==> src/logic/hsc_defs.vh <==
// constants for the multi-channel high-speed counter with target match
// Overview of operation
// - count input pulses, drive chosen output on match
// - set command drives high, clear drives low
// - matched output chosen from eight general outputs
// - reset input rising: stop and clear count
// - reset input falling: resume from cleared value
// - control bit0 clears and holds count zero
// - counting resumes only after rewrite clearing bit0
// - control bit1 disables counting of input pulses
// - control bit2 makes reset input ignored
// - control settings persist until rewritten for channel
// - top hex digit of control selects channel
// - each channel stores its own control code
// - 32-bit elapsed value, low word first
// - software reads and overwrites elapsed value
// - control command cancels armed compare, frees channel
// - control command clears pending match interrupt
// - in-progress flag set while compare armed
// - new compare refused while channel in progress
`ifndef HSC_DEFS_VH
`define HSC_DEFS_VH

// control word field layout
`define HSC_CTL_SWRST_BIT 0
`define HSC_CTL_CNTDIS_BIT 1
`define HSC_CTL_HWDIS_BIT 2
`define HSC_CTL_CANCEL_BIT 3
`define HSC_CTL_IRQCLR_BIT 4
`define HSC_CTL_CH_MSB 15
`define HSC_CTL_CH_LSB 12

// reset values
`define HSC_CTL_RESET 16'h0000
`define HSC_CNT_RESET 32'h0000_0000

// general outputs reachable by a match
`define HSC_NUM_OUTS 8
`define HSC_OUT_SEL_W 3

`endif

==> src/logic/hsc_top.v <==
// multi-channel high-speed counter with target-match output control
`timescale 1ns/1ps
`default_nettype none
`include "hsc_defs.vh"

module hsc_top #(
    parameter NCH = 4,   // number of counter channels
    parameter CHW = 2    // channel index width
) (
    input wire mclk_in,                 // controller clock, 200 MHz
    input wire nrst_in,                 // synchronous reset, active low
    input wire [NCH-1:0] cnt_a_in,      // count input a per channel (pin)
    input wire [NCH-1:0] cnt_b_in,      // count input b per channel (pin)
    input wire [NCH-1:0] rst_pin_in,    // reset input per channel (pin)
    input wire [NCH-1:0] two_phase_in,  // per channel input mode, static
    input wire ctl_wr_in,               // counter control command strobe
    input wire [15:0] ctl_word_in,      // counter control word
    input wire ev_wr_in,                // elapsed value write strobe
    input wire ev_rd_in,                // elapsed value read strobe
    input wire [CHW-1:0] ev_ch_in,      // channel for elapsed move
    input wire [15:0] ev_lo_in,         // elapsed count low word
    input wire [15:0] ev_hi_in,         // elapsed count high word
    input wire cmp_start_in,            // match command strobe
    input wire cmp_set_in,              // 1: set-output, 0: clear-output
    input wire [CHW-1:0] cmp_ch_in,     // match command channel
    input wire [31:0] cmp_target_in,    // target value
    input wire [2:0] cmp_out_sel_in,    // which general output
    output reg [15:0] ev_lo_out,        // read elapsed low word
    output reg [15:0] ev_hi_out,        // read elapsed high word
    output reg ev_rd_valid_out,         // read data valid pulse
    output reg cmp_ack_out,             // match command accepted pulse
    output reg cmp_refused_out,         // match command refused pulse
    output reg [`HSC_NUM_OUTS-1:0] gen_out,  // general outputs
    output reg [NCH-1:0] busy_out,      // in-progress flags
    output reg [NCH-1:0] irq_out,       // pending match interrupts
    output reg [NCH*16-1:0] ctl_store_out // stored control per channel
);

    // per-channel state
    reg [31:0] cnt_q [0:NCH-1];          // elapsed values
    reg [15:0] ctl_q [0:NCH-1];          // stored control codes
    reg [31:0] tgt_q [0:NCH-1];          // armed targets
    reg [2:0] sel_q [0:NCH-1];           // output chosen by the match
    reg [NCH-1:0] pol_q;                 // level driven on match
    wire [NCH-1:0] up_w;                 // decoded up pulses
    wire [NCH-1:0] dn_w;                 // decoded down pulses
    wire [NCH-1:0] rst_lvl_w;            // synced reset inputs
    reg [NCH-1:0] fire_w;                // match this cycle
    reg [NCH-1:0] ctl_hit_w; // control write names this channel
    // each process keeps its own loop index, so no variable has two writers

    // channel-selector decode, used by the control path only
    function sel_hit;
        input [3:0] sel;
        input integer ch;
        begin
            sel_hit = (sel == ch[3:0]);
        end
    endfunction

    // channel-index compare, shared by the move and match paths
    // the index is cut to CHW bits; callers pass 0..NCH-1 only
    function ch_hit;
        input [CHW-1:0] sel;
        input integer ch;
        begin
            ch_hit = (sel == ch[CHW-1:0]);
        end
    endfunction

    // input decoders, one per channel
    genvar g;
    generate
        for (g = 0; g < NCH; g = g + 1)
        begin : chan
            hsc_in_dec u_dec (
                .mclk_in(mclk_in),
                .nrst_in(nrst_in),
                .pin_a_in(cnt_a_in[g]),
                .pin_b_in(cnt_b_in[g]),
                .pin_rst_in(rst_pin_in[g]),
                .two_phase_in(two_phase_in[g]),
                .up_out(up_w[g]),
                .dn_out(dn_w[g]),
                .rst_lvl_out(rst_lvl_w[g])
            );
        end
    endgenerate

    // control-word channel decode, shared by store, cancel and irq clear
    always @*
    begin : ctl_dec
        integer i;
        ctl_hit_w = {NCH{1'b0}};
        for (i = 0; i < NCH; i = i + 1)
        begin
            // selectors at or above NCH hit nothing and are dropped
            ctl_hit_w[i] = ctl_wr_in &&
                sel_hit(ctl_word_in[`HSC_CTL_CH_MSB:`HSC_CTL_CH_LSB], i);
        end
    end

    // match detect on the live count
    always @*
    begin : fire_dec
        integer i;
        fire_w = {NCH{1'b0}};
        for (i = 0; i < NCH; i = i + 1)
        begin
            fire_w[i] = busy_out[i] && (cnt_q[i] == tgt_q[i]);
        end
    end

    // control store: latched per channel, held until rewritten
    always @(posedge mclk_in)
    begin : ctl_store
        integer i;
        for (i = 0; i < NCH; i = i + 1)
        begin
            if (!nrst_in)
            begin
                ctl_q[i] <= `HSC_CTL_RESET;
            end
            else if (ctl_hit_w[i])
            begin
                // only the addressed channel changes; the others keep theirs
                ctl_q[i] <= {4'h0, ctl_word_in[11:0]};
            end
        end
    end

    // stored codes readable flat
    // upper nibble of each stored word always reads zero
    always @*
    begin : ctl_flat
        integer i;
        ctl_store_out = {NCH*16{1'b0}};
        for (i = 0; i < NCH; i = i + 1)
        begin
            ctl_store_out[i*16 +: 16] = ctl_q[i];
        end
    end

    // elapsed counters
    // priority: sw reset, hw reset, move, then pulses
    always @(posedge mclk_in)
    begin : ev_count
        integer i;
        for (i = 0; i < NCH; i = i + 1)
        begin
            if (!nrst_in)
            begin
                cnt_q[i] <= `HSC_CNT_RESET;
            end
            else if (ctl_q[i][`HSC_CTL_SWRST_BIT])
            begin
                // held at zero until a rewrite clears bit0
                cnt_q[i] <= `HSC_CNT_RESET;
            end
            else if (rst_lvl_w[i] && !ctl_q[i][`HSC_CTL_HWDIS_BIT])
            begin
                // rise clears and stops; release resumes from zero
                cnt_q[i] <= `HSC_CNT_RESET;
            end
            else if (ev_wr_in && ch_hit(ev_ch_in, i))
            begin
                // a move loses to either reset, so a held zero stays zero
                cnt_q[i] <= {ev_hi_in, ev_lo_in};
            end
            else if (!ctl_q[i][`HSC_CTL_CNTDIS_BIT])
            begin
                // disabled channels drop pulses, they are not saved up
                if (up_w[i])
                begin
                    cnt_q[i] <= cnt_q[i] + 32'h0000_0001;
                end
                else if (dn_w[i])
                begin
                    cnt_q[i] <= cnt_q[i] - 32'h0000_0001;
                end
            end
        end
    end

    // elapsed read, low word and high word together
    always @(posedge mclk_in)
    begin
        if (!nrst_in)
        begin
            ev_lo_out <= 16'h0000;
            ev_hi_out <= 16'h0000;
            ev_rd_valid_out <= 1'b0;
        end
        else
        begin
            // data stands until the next read; only valid is a pulse
            ev_rd_valid_out <= ev_rd_in;
            if (ev_rd_in)
            begin
                ev_lo_out <= cnt_q[ev_ch_in][15:0];
                ev_hi_out <= cnt_q[ev_ch_in][31:16];
            end
        end
    end

    // compare arming, cancel and in-progress flags
    always @(posedge mclk_in)
    begin : arm_ctl
        integer i;
        if (!nrst_in)
        begin
            busy_out <= {NCH{1'b0}};
            pol_q <= {NCH{1'b0}};
            cmp_ack_out <= 1'b0;
            cmp_refused_out <= 1'b0;
            for (i = 0; i < NCH; i = i + 1)
            begin
                tgt_q[i] <= 32'h0000_0000;
                sel_q[i] <= 3'h0;
            end
        end
        else
        begin
            // busy decides refusal, so a cancel in the same cycle does not admit
            cmp_ack_out <= cmp_start_in && !busy_out[cmp_ch_in];
            cmp_refused_out <= cmp_start_in && busy_out[cmp_ch_in];
            for (i = 0; i < NCH; i = i + 1)
            begin
                // only an idle channel takes a new command
                if (cmp_start_in && ch_hit(cmp_ch_in, i) && !busy_out[i])
                begin
                    // target and output are captured once, at acceptance
                    busy_out[i] <= 1'b1;
                    tgt_q[i] <= cmp_target_in;
                    sel_q[i] <= cmp_out_sel_in;
                    pol_q[i] <= cmp_set_in;
                end
                else if (fire_w[i])
                begin
                    // a match frees the channel
                    busy_out[i] <= 1'b0;
                end
                else if (ctl_hit_w[i] && ctl_word_in[`HSC_CTL_CANCEL_BIT])
                begin
                    // cancel is taken even while busy, it is never refused
                    busy_out[i] <= 1'b0;
                end
            end
        end
    end

    // general outputs; higher channel wins if two hit the same output at once
    always @(posedge mclk_in)
    begin : gen_drive
        integer i;
        // outputs start low and move only on a match
        if (!nrst_in)
        begin
            gen_out <= {`HSC_NUM_OUTS{1'b0}};
        end
        else
        begin
            for (i = 0; i < NCH; i = i + 1)
            begin
                if (fire_w[i])
                begin
                    gen_out[sel_q[i]] <= pol_q[i];
                end
            end
        end
    end

    // match interrupts; a new match beats a clear in the same cycle
    always @(posedge mclk_in)
    begin : irq_flag
        integer i;
        // pending flags start clear after reset
        if (!nrst_in)
        begin
            irq_out <= {NCH{1'b0}};
        end
        else
        begin
            for (i = 0; i < NCH; i = i + 1)
            begin
                if (fire_w[i])
                begin
                    irq_out[i] <= 1'b1;
                end
                else if (ctl_hit_w[i] && ctl_word_in[`HSC_CTL_IRQCLR_BIT])
                begin
                    // clear only when no match lands in the same cycle
                    irq_out[i] <= 1'b0;
                end
            end
        end
    end

endmodule

`default_nettype wire

==> src/logic/hsc_in_dec.v <==
// input synchroniser and pulse decoder for one counter channel
`timescale 1ns/1ps
`default_nettype none

module hsc_in_dec (
    input wire mclk_in,          // controller clock
    input wire nrst_in,          // synchronous reset, active low
    input wire pin_a_in,         // count input a (pin)
    input wire pin_b_in,         // count input b (pin)
    input wire pin_rst_in,       // channel reset input (pin)
    input wire two_phase_in,     // 1: two-phase decode, 0: single-phase
    output reg up_out,           // one-cycle count-up pulse
    output reg dn_out,           // one-cycle count-down pulse
    output wire rst_lvl_out      // synchronised reset input level
);

    // two-flop synchronisers; stage 1 is read by stage 2 only
    reg [2:0] s1_q;
    reg [2:0] s2_q;
    reg [1:0] prev_q; // previous synced a/b for edge detect
    wire a_now;
    wire b_now;
    wire a_chg;
    wire b_chg;

    assign a_now = s2_q[0];
    assign b_now = s2_q[1];
    assign a_chg = a_now ^ prev_q[0];
    assign b_chg = b_now ^ prev_q[1];
    assign rst_lvl_out = s2_q[2];

    // synchroniser and history
    always @(posedge mclk_in)
    begin
        if (!nrst_in)
        begin
            s1_q <= 3'h0;
            s2_q <= 3'h0;
            prev_q <= 2'h0;
        end
        else
        begin
            s1_q <= {pin_rst_in, pin_b_in, pin_a_in};
            s2_q <= s1_q;
            prev_q <= {b_now, a_now};
        end
    end

    // pulse decode, registered
    always @(posedge mclk_in)
    begin
        if (!nrst_in)
        begin
            up_out <= 1'b0;
            dn_out <= 1'b0;
        end
        else if (two_phase_in)
        begin
            // one-phase-at-a-time change only; a double jump is a glitch, drop it
            up_out <= (a_chg ^ b_chg) & (a_now ^ prev_q[1]);
            dn_out <= (a_chg ^ b_chg) & ~(a_now ^ prev_q[1]);
        end
        else
        begin
            // single-phase: rising edge of a counts up
            up_out <= a_now & ~prev_q[0];
            dn_out <= 1'b0;
        end
    end

endmodule

`default_nettype wire

==> config.mk <==
export PLATFORM = sky130hd
export DESIGN_NAME = hsc_top
export DESIGN_NICKNAME = d
export VERILOG_FILES = /design/src/logic/hsc_top.v /design/src/logic/hsc_in_dec.v
export VERILOG_INCLUDE_DIRS = /design/src /design/src/logic
export SDC_FILE = /design/constraint.sdc
export NUM_CORES = 1
export LEC_CHECK = 0
export BUFFER_PORTS_ARGS = -buffer_cell sky130_fd_sc_hd__buf_4
export CELL_PAD_IN_SITES_DETAIL_PLACEMENT = 1
export CELL_PAD_IN_SITES_GLOBAL_PLACEMENT = 2
export CORE_MARGIN = 4
export CORE_UTILIZATION = 30
export CTS_CLUSTER_DIAMETER = 50
export DETAILED_ROUTE_END_ITERATION = 16
export PLACE_DENSITY_LB_ADDON = 0.1
export SLEW_MARGIN = 20
export SYNTH_ARGS = -nofsm -noshare
export SYNTH_HDL_FRONTEND = slang
export SYNTH_SLANG_ARGS = --single-unit
==> constraint.sdc <==
create_clock -name mclk_in -period 3.9 [get_ports mclk_in]
set_clock_uncertainty 0.15 [all_clocks]
set_input_delay 0.39 -clock mclk_in [delete_from_list [all_inputs] [get_ports mclk_in]]
set_output_delay 0.39 -clock mclk_in [all_outputs]
set_load 0.01 [all_outputs]
==> flow_summary.yaml <==
run_status:
  outcome: "finished clean"
sta:
  rsz0062_at_grt: "false"
  worst_hold_slack_ps: 28.8
  worst_slack_ps: 202
  report.final.slew_viol_count: 0
  period_share_pct: 94.8
  worst_pin_slew_ps: 1030
  hold_viol: 0
  max_freq_mhz: 270
  setup_viol: 0
  min_period_ps: 3700
  setup_tns_ps: 0
  slew_headroom_pct: 31.4
layout:
  nFillCells: 8702
  drive_gt1_share_pct: 19.6
  nets: 2673
  syn_to_final_growth_pct: 24.7
  final_cells: 3669
grt:
  grt_pass1_vias: 20747
  grt_max_degree: 208
  track_usage_pct: 24.5
  grt_overflow: 0
  grt_pass1_wl_mm: 153
  antenna_found_initial: 3
pwr:
  vdd_ir_drop_max_mv: 0.342
  p_sw_mw: 4.26
  p_seq_share_pct: 39.2
  pwr-share-comb_pct: 13.1
  intPower_mw: 9.98
  clock_power_share_pct: 47.7
  sw_frac_of_total_pct: 29.9
  p_leak_nw: 11.7
  powerDensity_nw_per_um2: 474
floorplanning:
  coreArea_sq_um: 79300
  placementRows: 103
  start_util_pct: 30.4
  fp.dieArea_sq_um: 84800
  ios: 225
  die_h_um: 291
  fp.dieW_um: 291
run:
  maxCapViolCount: 0
cts:
  cts_buffers: 76
  cts-resized-gates: 0
  cts_setup_buffers: 0
  clk_pin_slew_ps: 50
  cts-root-buf: "clkbuf_16"
  hold_buffers: 76
  cts_tree: "yes"
  htreeDepth: 3
  clk_latency_ps: 630
  cts.sinks: 411
  cts_buffer_depth: 3
worst_setup_path:
  cp-start-kind: "register"
  crit_fanout: 11
  endpoint_kind: "register"
  cp.required_ps: 4110
  critPathArrivalTime_ps: 3910
  worst-setup-path-type: "register to register"
yosys:
  syn_area_per_cell_sq_um: 10.4
  synth-seq-cells: 411
  ys_async_sr_fraction_pct: 0
  syn_inst: 2319
  synth-edff-count: 316
  syn-cell-area_sq_um: 24100
  ys.flop_type: "edfxtp_1"
  synth.distinct_cells: 83
  yosysSeqAreaShare_pct: 47.3
  yosys_warnings: 0
placement:
  dp_cells: 3447
  io_buffers: 208
  pre_cts_ws_ps: 218
  dp_hpwl_mm: 80.4
  gp_congestion: 0.910
drt:
  num_vias: 20073
  viasPerCell: 5.47
  drtPass1Iterations: 5
  drcViolationCount: 0
  wl_per_cell_um: 29.0
  drt_iter0_drc: 1594
  totalWireLength_mm: 106
  drtAntennaViolNets: 0
hold_path:
  hold_class: "primary input to register"
cells in the mapped netlist (32+ instances only):
master / instances / area, sq um
dfxtp_1: 95 / 1900
a21oi_1: 41 / 205
xor2_1: 186 / 1630
nor4_1: 50 / 313
nand4_1: 41 / 257
a22oi_1: 51 / 383
and3_1: 171 / 1070
o21ai_0: 72 / 360
edfxtp_1: 316 / 9490
mux4_2: 32 / 721
nand2_1: 147 / 552
mux2i_1: 37 / 370
and2_1: 79 / 494
nor2_1: 157 / 589
o221ai_1: 36 / 315
xnor2_1: 128 / 1120
clkbuf_1: 189 / 709
nand3_1: 73 / 365
nor3_1: 55 / 275
worst max-delay path: stages, from the launching register on:
cell,delay (ps)
edfxtp_1,570
or3_1,470
or3_1,330
nor3_1,570
nor4b_2,740
nand2b_1,150
xnor2_1,160
a221o_1,300
logic make-up after synthesis:
kind of cell	count (synthesis)	share of synthesized area (%)
flip-flops	411	47.3
multiplexers	70	4.64
AND/OR/NAND/NOR	911	20.8
other	1	0.0156
buffers and inverters	271	5.19
adder cells (fa/ha/maj)	12	0.624
XOR/XNOR	314	11.4
AO/OA/AOI/OAI	329	9.99
sequential cells by signal, indices dropped and copies added (netlist names), 8 cells and up:
register,flops
ev_lo_out,16
cnt_q,128
chan.u_dec.prev_q,8
ev_hi_out,16
tgt_q,128
chan.u_dec.s2_q,12
ctl_q,48
gen_out,8
sel_q,12
chan.u_dec.s1_q,12
final cells by class:
| type | instances | area [sq um] | area share (%) |
|---|---|---|---|
| Timing Repair Buffer | 380 | 3060 | 10.2 |
| Tap cell | 1050 | 1310 | 4.38 |
| Antenna cell | 4 | 10.0 | 0.0333 |
| Multi-Input combinational cell | 1652 | 11500 | 38.4 |
| Clock inverter | 49 | 532 | 1.77 |
| Inverter | 30 | 113 | 0.375 |
| Clock buffer | 93 | 2070 | 6.89 |
| Sequential cell | 411 | 11400 | 37.9 |
routing by layer:
metal / track usage (%) / vias up / share of wire [%]
met2: 38.3 / 719 / 45
met5: 0 / - / 0
met3: 3.89 / 149 / 6.2
met1: 34.7 / 10208 / 45
li1: - / 8997 / -
met4: 8.03 / 0 / 3.5
power by group through the flow:
stage | combinational [mW] | clock [mW] | sequential [mW]
CTS | 1.89 | 6.93 | 5.56
floorplan | 1.25 | 0 | 5.25
finish | 1.87 | 6.80 | 5.58
global route | 2.01 | 7.13 | 5.62
global placement | 1.79 | 0 | 5.64
detailed placement | 1.82 | 0 | 5.65
path summary, 6_finish.rpt:
kind	startpoint	endpoint	slack, ps	cells past startpoint
hold reg to reg	chan[3].u_dec.s1_q[2]	chan[3].u_dec.s2_q[2]	280	1
setup / recovery	cnt_q[3][17]	cnt_q[3][26]	200	7
hold / removal	ev_hi_in[6]	cnt_q[3][22]	30	3
setup reg to reg	cnt_q[3][17]	cnt_q[3][26]	200	7
layout by cell type (no fill, tap or decap), types with 16 or more instances in the layout:
master,count
xnor2_1,128
o221ai_1,36
mux2i_1,37
a21oi_1,41
and2_1,79
clkinv_4,16
nand4_1,41
or3_1,25
a22o_1,17
buf_4,303
o21ai_0,72
and3_1,171
a22oi_1,51
nand2_1,147
a221o_1,27
xor2_1,186
nand3_1,73
clkbuf_16,79
nor2_1,155
dfxtp_1,95
nand2b_1,19
a221oi_1,25
nor3_1,53
conb_1,16
inv_1,29
mux4_2,32
nor4_1,50
edfxtp_1,316
dlygate4sd3_1,76
metrics by stage:
stage                     area, sq um  power, mW  utilization [%]
final                           30000       14.2             37.9
after CTS                       30000       14.4             37.9
after detailed placement        26700       7.46             33.6
after floorplan                 24100       6.50                -
after global placement          26700       7.43             33.6
after global routing            30000       14.8             37.9
No activity file was read; power rests on OpenSTA's default activity.
